### src/rtl/iefr_pkg.sv
/*
  Package for the interrupt enable and flag register block: register indices,
  field positions, reset values, timing and the carrier structs.
  Assumes a single 50 MHz clock domain.
*/
package iefr_pkg;

  // Register offsets, used directly as register indices
  localparam logic [11:0] IEFR_CORE_CTRL_IDX = 12'hff2;
  localparam logic [11:0] IEFR_FLAGS_TWO_IDX = 12'hfa1;
  localparam logic [11:0] IEFR_PRIO_IDX = 12'hfa2;
  localparam logic [11:0] IEFR_IRQ_STAT_IDX = 12'hfa3;
  localparam logic [11:0] IEFR_IRQ_MASK_IDX = 12'hfa4;

  // Core control field positions
  localparam int IEFR_GHE_BIT = 7;
  localparam int IEFR_PLE_BIT = 6;
  localparam int IEFR_T0E_BIT = 5;
  localparam int IEFR_EXE_BIT = 4;
  localparam int IEFR_PCE_BIT = 3;
  localparam int IEFR_T0F_BIT = 2;
  localparam int IEFR_EGF_BIT = 1;
  localparam int IEFR_PCF_BIT = 0;

  // Second flag register field positions
  localparam int IEFR_OSC_BIT = 7;
  localparam int IEFR_CM2_BIT = 6;
  localparam int IEFR_CM1_BIT = 5;
  localparam int IEFR_RSV_BIT = 4;
  localparam int IEFR_BCL_BIT = 3;
  localparam int IEFR_VDT_BIT = 2;
  localparam int IEFR_T3F_BIT = 1;
  localparam int IEFR_CCP_BIT = 0;

  // Reset values and masks
  localparam logic [7:0] IEFR_CORE_CTRL_RST = 8'h00;
  localparam logic [7:0] IEFR_FLAGS_TWO_RST = 8'h00;
  localparam logic [7:0] IEFR_PRIO_RST = 8'h00;
  localparam logic [7:0] IEFR_FLAGS_TWO_MASK = 8'hef;
  localparam logic [1:0] IEFR_IRQ_RST = 2'h0;

  // Mismatch ends one instruction cycle (four clocks) after a control register read
  localparam int IEFR_TCY_NS = 80;
  localparam int IEFR_CLK_NS = 20;
  localparam int IEFR_TCY_CYC = (IEFR_TCY_NS + IEFR_CLK_NS - 1) / IEFR_CLK_NS;

  // Capture/compare unit two modes
  typedef enum logic [1:0] {
    IEFR_CCP_OFF = 2'b00,
    IEFR_CCP_CAPTURE = 2'b01,
    IEFR_CCP_COMPARE = 2'b10,
    IEFR_CCP_PWM = 2'b11
  } iefr_ccp_mode_t;

  // Peripheral event pulses
  typedef struct packed {
    logic timer_zero_ovf;
    logic ext_edge;
    logic osc_fail;
    logic comparator_two;
    logic comparator_one;
    logic bus_collision;
    logic voltage_detect;
    logic timer_three_ovf;
    logic capcmp_two;
  } iefr_events_t;

  // Register port request
  typedef struct packed {
    logic [11:0] addr;
    logic [7:0] wdata;
    logic wr;
    logic rd;
  } iefr_bus_t;

endpackage

### src/rtl/iefr_regs.sv
/*
  Interrupt enable and flag registers: core control, second peripheral flag
  register, priority classes, and a block status/mask interrupt.
  Assumes event pulses come from logic on CLOCK; port B pins and the priority
  mode strap come from outside and are synchronised here.
*/
// Operation
// - Flags set on their source event regardless of any enable.
// - Single-level mode: bit 7 passes unmasked requests, clear blocks all.
// - Two-level mode: bit 7 enables high priority, clear blocks all.
// - Single-level mode: bit 6 gates all peripheral requests.
// - Two-level mode with bit 7 set: bit 6 enables low priority.
// - Bits 5, 4, 3 enable timer zero, external edge, port change.
// - Timer zero overflow sets bit 2 until software clears it.
// - External edge event sets bit 1 until software clears it.
// - Any change on port B bits 7:4 sets bit 0 until cleared.
// - Ongoing mismatch keeps setting bit 0; control register read then one TCY ends it.
// - Oscillator failure sets second flag bit 7 until cleared.
// - Comparator two and one changes set bits 6 and 5.
// - Bus collision sets bit 3; bit 4 reads zero.
// - Voltage detect event sets bit 2 until cleared.
// - Timer three overflow sets bit 1 until cleared.
// - Capture or compare event sets bit 0; unused in PWM mode.
`timescale 1ns/100ps
module iefr_regs
  import iefr_pkg::*;
(
  // Clock and reset
  input wire logic CLOCK,
  input wire logic RESET,
  // Register port
  input wire logic [11:0] ADDR,
  input wire logic [7:0] WDATA,
  input wire logic WR,
  input wire logic RD,
  output logic [7:0] RDATA,
  // Event sources, capture unit mode and priority mode strap
  input wire iefr_events_t EVENTS,
  input wire iefr_ccp_mode_t CCP_MODE,
  input wire logic [3:0] PORT_B_INPUT,
  input wire logic PRIORITY_MODE_ENABLE,
  // Requests to the core
  output logic IRQ_HIGH,
  output logic IRQ_LOW,
  output logic INTERRUPT
);

  iefr_bus_t bus;
  logic [7:0] ctrl_reg, ctrl_next;
  logic [7:0] flags_reg, flags_next;
  logic [7:0] prio_reg, prio_next;
  logic [1:0] stat_reg, stat_next;
  logic [1:0] mask_reg, mask_next;
  logic [7:0] rdata_reg, rdata_next;
  logic irq_high_reg, irq_high_next;
  logic irq_low_reg, irq_low_next;
  logic int_reg, int_next;
  logic [3:0] pb_meta_reg, pb_sync_reg, pb_latch_reg, pb_latch_next;
  logic pm_meta_reg, pm_sync_reg;
  logic [2:0] tcy_cnt_reg, tcy_cnt_next;
  logic mismatch;
  logic [7:0] ctrl_set, flags_set;
  logic [8:0] core_pend, periph_pend;
  logic hi_req, lo_req;

  assign bus = '{addr: ADDR, wdata: WDATA, wr: WR, rd: RD};

  // Two-flop synchronisers for pins and the mode strap
  always_ff @(posedge CLOCK)
  begin
    if (RESET)
    begin
      pb_meta_reg <= 4'h0;
      pb_sync_reg <= 4'h0;
      pm_meta_reg <= 1'b0;
      pm_sync_reg <= 1'b0;
    end
    else
    begin
      pb_meta_reg <= PORT_B_INPUT;
      pb_sync_reg <= pb_meta_reg;
      pm_meta_reg <= PRIORITY_MODE_ENABLE;
      pm_sync_reg <= pm_meta_reg;
    end
  end

  // Port latch is refreshed one TCY after a read of the control register
  // mismatch ends after read
  always_comb
  begin
    tcy_cnt_next = tcy_cnt_reg;
    pb_latch_next = pb_latch_reg;
    if (bus.rd && bus.addr == IEFR_CORE_CTRL_IDX)
      tcy_cnt_next = 3'(IEFR_TCY_CYC);
    else if (tcy_cnt_reg != 3'h0)
    begin
      tcy_cnt_next = tcy_cnt_reg - 3'h1;
      if (tcy_cnt_reg == 3'h1)
        pb_latch_next = pb_sync_reg;
    end
  end

  assign mismatch = (pb_sync_reg != pb_latch_reg);

  // Event set vectors
  always_comb
  begin
    ctrl_set = 8'h00;
    flags_set = 8'h00;
    ctrl_set[IEFR_T0F_BIT] = EVENTS.timer_zero_ovf;
    ctrl_set[IEFR_EGF_BIT] = EVENTS.ext_edge;
    ctrl_set[IEFR_PCF_BIT] = mismatch;
    flags_set[IEFR_OSC_BIT] = EVENTS.osc_fail;
    flags_set[IEFR_CM2_BIT] = EVENTS.comparator_two;
    flags_set[IEFR_CM1_BIT] = EVENTS.comparator_one;
    flags_set[IEFR_BCL_BIT] = EVENTS.bus_collision;
    flags_set[IEFR_VDT_BIT] = EVENTS.voltage_detect;
    flags_set[IEFR_T3F_BIT] = EVENTS.timer_three_ovf;
    flags_set[IEFR_CCP_BIT] = EVENTS.capcmp_two &&
      (CCP_MODE == IEFR_CCP_CAPTURE || CCP_MODE == IEFR_CCP_COMPARE);
  end

  // Pending sources: three core sources, seven peripheral sources
  // individual enables
  assign core_pend = {6'h00,
    ctrl_reg[IEFR_T0F_BIT] & ctrl_reg[IEFR_T0E_BIT],
    ctrl_reg[IEFR_EGF_BIT] & ctrl_reg[IEFR_EXE_BIT],
    ctrl_reg[IEFR_PCF_BIT] & ctrl_reg[IEFR_PCE_BIT]};
  assign periph_pend = {1'b0, flags_reg} & 9'h0ef;

  // Gating by the current priority mode
  // mode selects gating
  always_comb
  begin
    hi_req = 1'b0;
    lo_req = 1'b0;
    if (!pm_sync_reg)
    begin
      hi_req = ctrl_reg[IEFR_GHE_BIT] && ((|core_pend) ||
        (ctrl_reg[IEFR_PLE_BIT] && (|periph_pend)));
    end
    else
    begin
      hi_req = ctrl_reg[IEFR_GHE_BIT] && ((|core_pend) || (|(flags_reg & prio_reg)));
      lo_req = ctrl_reg[IEFR_GHE_BIT] && ctrl_reg[IEFR_PLE_BIT] &&
        (|(flags_reg & ~prio_reg));
    end
  end

  // Register updates; event set wins over software clear
  // flags independent of enables
  always_comb
  begin
    ctrl_next = ctrl_reg;
    flags_next = flags_reg;
    prio_next = prio_reg;
    mask_next = mask_reg;
    stat_next = stat_reg;
    if (bus.wr)
    begin
      case (bus.addr)
        IEFR_CORE_CTRL_IDX: ctrl_next = bus.wdata;
        IEFR_FLAGS_TWO_IDX: flags_next = bus.wdata & IEFR_FLAGS_TWO_MASK;
        IEFR_PRIO_IDX: prio_next = bus.wdata & IEFR_FLAGS_TWO_MASK;
        IEFR_IRQ_MASK_IDX: mask_next = bus.wdata[1:0];
        IEFR_IRQ_STAT_IDX: stat_next = stat_reg & ~bus.wdata[1:0];
        default: ;
      endcase
    end
    ctrl_next = ctrl_next | ctrl_set;
    flags_next = (flags_next | flags_set) & IEFR_FLAGS_TWO_MASK;
    stat_next = stat_next | {lo_req, hi_req};
  end

  // Outputs and read data
  // requests to the core
  always_comb
  begin
    irq_high_next = hi_req;
    irq_low_next = lo_req;
    int_next = |(stat_next & mask_reg);
    rdata_next = 8'h00;
    if (bus.rd)
    begin
      case (bus.addr)
        IEFR_CORE_CTRL_IDX: rdata_next = ctrl_reg;
        IEFR_FLAGS_TWO_IDX: rdata_next = flags_reg;
        IEFR_PRIO_IDX: rdata_next = prio_reg;
        IEFR_IRQ_STAT_IDX: rdata_next = {6'h00, stat_reg};
        IEFR_IRQ_MASK_IDX: rdata_next = {6'h00, mask_reg};
        default: rdata_next = 8'h00;
      endcase
    end
  end

  // State registers
  always_ff @(posedge CLOCK)
  begin
    if (RESET)
    begin
      ctrl_reg <= IEFR_CORE_CTRL_RST;
      flags_reg <= IEFR_FLAGS_TWO_RST;
      prio_reg <= IEFR_PRIO_RST;
      stat_reg <= IEFR_IRQ_RST;
      mask_reg <= IEFR_IRQ_RST;
      rdata_reg <= 8'h00;
      irq_high_reg <= 1'b0;
      irq_low_reg <= 1'b0;
      int_reg <= 1'b0;
      tcy_cnt_reg <= 3'h0;
      pb_latch_reg <= 4'h0;
    end
    else
    begin
      ctrl_reg <= ctrl_next;
      flags_reg <= flags_next;
      prio_reg <= prio_next;
      stat_reg <= stat_next;
      mask_reg <= mask_next;
      rdata_reg <= rdata_next;
      irq_high_reg <= irq_high_next;
      irq_low_reg <= irq_low_next;
      int_reg <= int_next;
      tcy_cnt_reg <= tcy_cnt_next;
      pb_latch_reg <= pb_latch_next;
    end
  end

  assign RDATA = rdata_reg;
  assign IRQ_HIGH = irq_high_reg;
  assign IRQ_LOW = irq_low_reg;
  assign INTERRUPT = int_reg;

  // Checks
  // timer zero flag sets
  t0_flag_set_a: assert property (@(posedge CLOCK) disable iff (RESET)
    EVENTS.timer_zero_ovf |=> ctrl_reg[IEFR_T0F_BIT])
    else $error("timer zero flag not set");
  ext_flag_hold_a: assert property (@(posedge CLOCK) disable iff (RESET)
    ctrl_reg[IEFR_EGF_BIT] && !(bus.wr && bus.addr == IEFR_CORE_CTRL_IDX)
    |=> ctrl_reg[IEFR_EGF_BIT])
    else $error("edge flag dropped without clear");
  rsv_bit_zero_a: assert property (@(posedge CLOCK) disable iff (RESET)
    !flags_reg[IEFR_RSV_BIT])
    else $error("reserved flag bit set");
  ccp_pwm_idle_a: assert property (@(posedge CLOCK) disable iff (RESET)
    !flags_reg[IEFR_CCP_BIT] && CCP_MODE == IEFR_CCP_PWM && !bus.wr
    |=> !flags_reg[IEFR_CCP_BIT])
    else $error("capture flag set in PWM mode");
  global_block_a: assert property (@(posedge CLOCK) disable iff (RESET)
    !ctrl_reg[IEFR_GHE_BIT] |=> !irq_high_reg && !irq_low_reg)
    else $error("request with global enable clear");
  periph_gate_a: assert property (@(posedge CLOCK) disable iff (RESET)
    !pm_sync_reg && ctrl_reg[IEFR_GHE_BIT] && ctrl_reg[IEFR_PLE_BIT] && (|flags_reg)
    |=> irq_high_reg)
    else $error("peripheral request not passed");
  low_prio_a: assert property (@(posedge CLOCK) disable iff (RESET)
    pm_sync_reg && ctrl_reg[IEFR_GHE_BIT] && ctrl_reg[IEFR_PLE_BIT] &&
    (|(flags_reg & ~prio_reg)) |=> irq_low_reg)
    else $error("low priority request missing");
  port_change_a: assert property (@(posedge CLOCK) disable iff (RESET)
    $changed(pb_sync_reg) && tcy_cnt_reg == 3'h0 |=> ctrl_reg[IEFR_PCF_BIT])
    else $error("port change flag not set");
  ext_flag_set_a: assert property (@(posedge CLOCK) disable iff (RESET)
    EVENTS.ext_edge |=> ctrl_reg[IEFR_EGF_BIT])
    else $error("edge flag not set");
  osc_flag_set_a: assert property (@(posedge CLOCK) disable iff (RESET)
    EVENTS.osc_fail |=> flags_reg[IEFR_OSC_BIT])
    else $error("oscillator flag not set");
  osc_flag_hold_a: assert property (@(posedge CLOCK) disable iff (RESET)
    flags_reg[IEFR_OSC_BIT] && !bus.wr |=> flags_reg[IEFR_OSC_BIT])
    else $error("oscillator flag dropped without clear");
  cmp_two_set_a: assert property (@(posedge CLOCK) disable iff (RESET)
    EVENTS.comparator_two |=> flags_reg[IEFR_CM2_BIT])
    else $error("comparator two flag not set");
  cmp_one_set_a: assert property (@(posedge CLOCK) disable iff (RESET)
    EVENTS.comparator_one |=> flags_reg[IEFR_CM1_BIT])
    else $error("comparator one flag not set");
  bcl_flag_set_a: assert property (@(posedge CLOCK) disable iff (RESET)
    EVENTS.bus_collision |=> flags_reg[IEFR_BCL_BIT])
    else $error("collision flag not set");
  vdt_flag_set_a: assert property (@(posedge CLOCK) disable iff (RESET)
    EVENTS.voltage_detect |=> flags_reg[IEFR_VDT_BIT])
    else $error("voltage flag not set");
  t3_flag_set_a: assert property (@(posedge CLOCK) disable iff (RESET)
    EVENTS.timer_three_ovf |=> flags_reg[IEFR_T3F_BIT])
    else $error("timer three flag not set");
  ccp_flag_set_a: assert property (@(posedge CLOCK) disable iff (RESET)
    EVENTS.capcmp_two && (CCP_MODE == IEFR_CCP_CAPTURE || CCP_MODE == IEFR_CCP_COMPARE)
    |=> flags_reg[IEFR_CCP_BIT])
    else $error("capture flag not set");
  prio_rsv_zero_a: assert property (@(posedge CLOCK) disable iff (RESET)
    !prio_reg[IEFR_RSV_BIT])
    else $error("reserved class bit set");
  port_mismatch_a: assert property (@(posedge CLOCK) disable iff (RESET)
    mismatch |=> ctrl_reg[IEFR_PCF_BIT])
    else $error("mismatch did not hold flag");
  core_pass_a: assert property (@(posedge CLOCK) disable iff (RESET)
    !pm_sync_reg && ctrl_reg[IEFR_GHE_BIT] && (|core_pend)
    |=> irq_high_reg)
    else $error("core request not passed");
  t0_enable_a: assert property (@(posedge CLOCK) disable iff (RESET)
    ctrl_reg[IEFR_GHE_BIT] && ctrl_reg[IEFR_T0F_BIT] && ctrl_reg[IEFR_T0E_BIT]
    |=> irq_high_reg)
    else $error("timer zero request not passed");
  high_prio_a: assert property (@(posedge CLOCK) disable iff (RESET)
    pm_sync_reg && ctrl_reg[IEFR_GHE_BIT] && (|(flags_reg & prio_reg))
    |=> irq_high_reg)
    else $error("high priority request missing");
  low_block_a: assert property (@(posedge CLOCK) disable iff (RESET)
    pm_sync_reg && !ctrl_reg[IEFR_PLE_BIT] |=> !irq_low_reg)
    else $error("low request with low enable clear");
  single_no_low_a: assert property (@(posedge CLOCK) disable iff (RESET)
    !pm_sync_reg |=> !irq_low_reg)
    else $error("low request in single-level mode");
  stat_set_a: assert property (@(posedge CLOCK) disable iff (RESET)
    hi_req |=> stat_reg[0])
    else $error("status missed a request");
  stat_sticky_a: assert property (@(posedge CLOCK) disable iff (RESET)
    stat_reg[0] && !(bus.wr && bus.addr == IEFR_IRQ_STAT_IDX)
    |=> stat_reg[0])
    else $error("status dropped without clear");
  int_level_a: assert property (@(posedge CLOCK) disable iff (RESET)
    (|(stat_reg & mask_reg)) && !bus.wr
    |=> INTERRUPT)
    else $error("interrupt missing for masked status");
  // Read data zero when idle
  rdata_idle_a: assert property (@(posedge CLOCK) disable iff (RESET)
    !bus.rd |=> RDATA == 8'h00)
    else $error("read data without read");
  // Read data timing
  read_back_a: assert property (@(posedge CLOCK) disable iff (RESET)
    bus.rd && bus.addr == IEFR_PRIO_IDX |=> RDATA == $past(prio_reg))
    else $error("read data wrong");

endmodule
### config.mk
export PLATFORM = sky130hd
export DESIGN_NAME = iefr_regs
export DESIGN_NICKNAME = d
export VERILOG_FILES = /design/src/rtl/iefr_pkg.sv /design/src/rtl/iefr_regs.sv
export SDC_FILE = /design/constraint.sdc
export NUM_CORES = 1
export LEC_CHECK = 0
export ABC_AREA = 1
export BUFFER_PORTS_ARGS = -buffer_cell sky130_fd_sc_hd__buf_2
export CAP_MARGIN = 40
export CORE_ASPECT_RATIO = 1.2
export CORE_MARGIN = 4
export CORE_UTILIZATION = 55
export CTS_CLUSTER_DIAMETER = 50
export DETAILED_ROUTE_END_ITERATION = 12
export MAX_ROUTING_LAYER = met4
export PLACE_DENSITY = 0.8
export SYNTH_ARGS = -nofsm -noshare
export SYNTH_HDL_FRONTEND = slang
export SYNTH_SLANG_ARGS = --single-unit
### constraint.sdc
create_clock -name CLOCK -period 3.95 [get_ports CLOCK]
set_input_delay 0.79 -clock CLOCK [delete_from_list [all_inputs] [get_ports CLOCK]]
set_output_delay 0.79 -clock CLOCK [all_outputs]
set_load 0.01 [all_outputs]
==> results.md <==
- DR vias/cell: ~5
- Final setup vio count: 0
- R2r setup slk: between 2000 and 2500 ps
- Yosys top cell by area: dfxtp_1
- Number of max-cap violations: 0
- WP data required: 4150 ps
- # DRC: 0
- Part of the power in registers: between 50% and 60%
- Die Y: roughly 83 µm
- VDD IR max: approximately 0.36 mV
- Port Buffers: 50
- Area of the die: approximately 0.0058 mm²
- Ys Warns: 0
- Clk_lat worst skew: approximately 300 ps
- Setup Skew: between 6 and 7 ps
- Post-synth top cells: nand2_1, nor2_1, dfxtp_1, inv_1, o21ai_1
- Mapped cell area: approximately 0.0026 mm²
- GPL Wtd Cong: roughly 0.94
- Setup repair bufs after CTS: 0
- CTS resizes: 0
- Crit-path max cell delay: between 600 and 700 ps
- Sequential area share after synthesis: 42.3%
- Net switching fraction of the power: a little over a quarter
- Placed cell area: ~0.0028 mm²
- Async S/R FF share, synth: 0%
- Top_reg_cell synth: dfxtp_1
- Critical path, cell by cell: buf_2, nor2_1, nand2_1, nor2_1, nand3_1, nand2_1, nand3b_1, nand2_1, inv_1
- Row count: 26
- Final Cell Area: around 0.0029 mm²
- Worst-path clk slew: roughly 90 ps
- Setup crit start kind: input pin
- Post-synth EDFFs: 0
- Bufs and invs on worst path: 2
- Worst hold path class: reg -> reg
- Fin nets: about 460
- Synth cell types: 30
- Largest net degree at the start of global routing: 25
- Top post-synthesis cells by area: dfxtp_1, nand2_1, nor2_1
- Root Driver: clkbuf_8
- Synth top area share: between 40% and 50%
- Critical path class: in -> reg
- Initial Util: around 60%
- Total negative slack: 0 ps
- Pwr Density: slightly above 400 mW/mm²
- HPWL after detailed placement: approximately 4.4 mm
- Most frequent cell after synthesis: nand2_1
- Hold Buf Count CTS: 0
- CTS tree: done
- Sw power: approximately 0.00032 W
- Pre-Repair DR Iteration Count: 4
- Max clock buf depth: 2
- Routed via count: approximately 2400
- Boundary Pins: just over 50
- Chip Width: approximately 70 µm
- Area growth, synth to finish: 14.9%
- Crit path max-delay family: simple AND/OR/NAND/NOR gates
- Mapped Avg Cell Area: 6.90 µm²
- H-tree lvl count: 2
- Total track usage: about 22%
- TritonCTS buffer count: 5
- CORE AREA: approximately 0.0044 mm²
- Final Hold Fails: 0
- Clock Power Share: just over 30%
- Combinational share of power: ~18%
- Minimum clock period: roughly 2300 ps
- Clk sink count: 54
- First-pass GRT wire length: approximately 9.7 mm
- GR Overflow Total: 0
- Cell repeated most along the worst path: nand2_1
- CP arrival: 2460 ps
- Period utilization: 57.1%
- Slowest-stage cell, CP: nor2_1
- Initial antenna violation count: 0
- Crit path capture type: flip-flop
- Util after Layout: 67.3%
- Slew HR: between 40% and 50%
- Layout cells sized above 1: between 10% and 20%
- Routed wire length: between 5 and 6 mm
- Number of inserted diodes: 0
- Crit-path max FO: 11
- Detail Route Antenna Nets: 0
- Vias in the first global route: ~2200
- RSZ-0062 raised after global routing: no
- Worst Max-Slew Pin Slew: about 800 ps
- Outcome: finished, final reports clean
- First DRT Iteration DRCs: approximately 220
- P_int: slightly below 0.0009 W
- WL per Instance: around 12 µm
- Fmax: 0.443 GHz
- LEAKAGE: roughly 1.4 nW
- FF+latch count, synth: 54
- Syn nets: roughly 410
- Pins over their slew limit: 0
- Cells after Synth: 370
[metal layers]
layer / global-route usage (%) / up-vias / wire length [µm]
met3: 4.24 / 18 / 372
met2: 38.6 / 78 / 2840
met4: 11.3 / 0 / 176
met5: - / - / 0
met1: 23.7 / 1023 / 2480
li1: - / 1246 / -
[cell families (layout without fill, tap and decap cells)]
family	after synthesis	after routing	share of synthesized area (%)
XOR/XNOR	5	5	1.71
AO/OA/AOI/OAI	48	48	9.60
flip-flops	54	54	42.3
adder cells (fa/ha/maj)	4	4	1.96
buffers and inverters	67	115	10.6
AND/OR/NAND/NOR	192	192	33.8
[metrics by stage]
stage / cells / hold slack, ps / power (W) / setup WS (ps)
after detailed placement: 467 / 392 / 0.000840 / 1390
after global placement: 467 / 389 / 0.000829 / 1490
after CTS: 474 / 404 / 0.00121 / 1710
after floorplan: 370 / 388 / 0.000779 / 2200
after global routing: 474 / 422 / 0.00126 / 1480
final: 474 / 403 / 0.00120 / 1690
[cells in the final DEF (no fill, tap or decap), types with 3 or more instances in the layout]
cell type / synthesis / layout
ha_1: 4 / 4
a21oi_1: 16 / 16
o21ai_1: 19 / 19
xnor2_1: 4 / 4
nand3b_1: 7 / 7
nand2_2: 4 / 4
clkbuf_8: 0 / 6
buf_2: 3 / 50
nor2_1: 71 / 71
nand2_1: 75 / 75
nor2_4: 3 / 3
nand4_1: 9 / 9
inv_1: 54 / 54
inv_2: 3 / 3
dfxtp_1: 54 / 54
nand3_1: 14 / 14
o21ai_0: 9 / 9
[worst min-delay path, cell delays in order, from the launching register on]
cell and delay (ps):
dfxtp_1 300, inv_1 40, nor2_1 30
[path summary, 6_finish.rpt]
check                           depth (start not counted)            from               to
worst max-delay path                                    9         ADDR[3]     flags_reg[5]
worst min-delay path                                    2     pm_meta_reg      pm_sync_reg
worst max register to register                          8  tcy_cnt_reg[0]  pb_latch_reg[0]
worst min register to register                          2     pm_meta_reg      pm_sync_reg
[power groups by stage]
stage               combinational [W]  clock (W)  sequential, W
finish                       0.000211   0.000370       0.000616
global route                 0.000241   0.000401       0.000622
CTS                          0.000213   0.000377       0.000616
detailed placement           0.000211          0       0.000629
global placement             0.000202          0       0.000627
floorplan                    0.000158          0       0.000621
[cell type report]
class	count	area (µm²)
Multi-Input combinational cell	249	1200
Inverter	58	218
Sequential cell	54	1080
Fill cell	396	1430
Clock inverter	1	30.0
Clock buffer	6	82.6
Tap cell	56	70.1
Timing Repair Buffer	50	250
No activity file was read; power rests on OpenSTA's default activity.
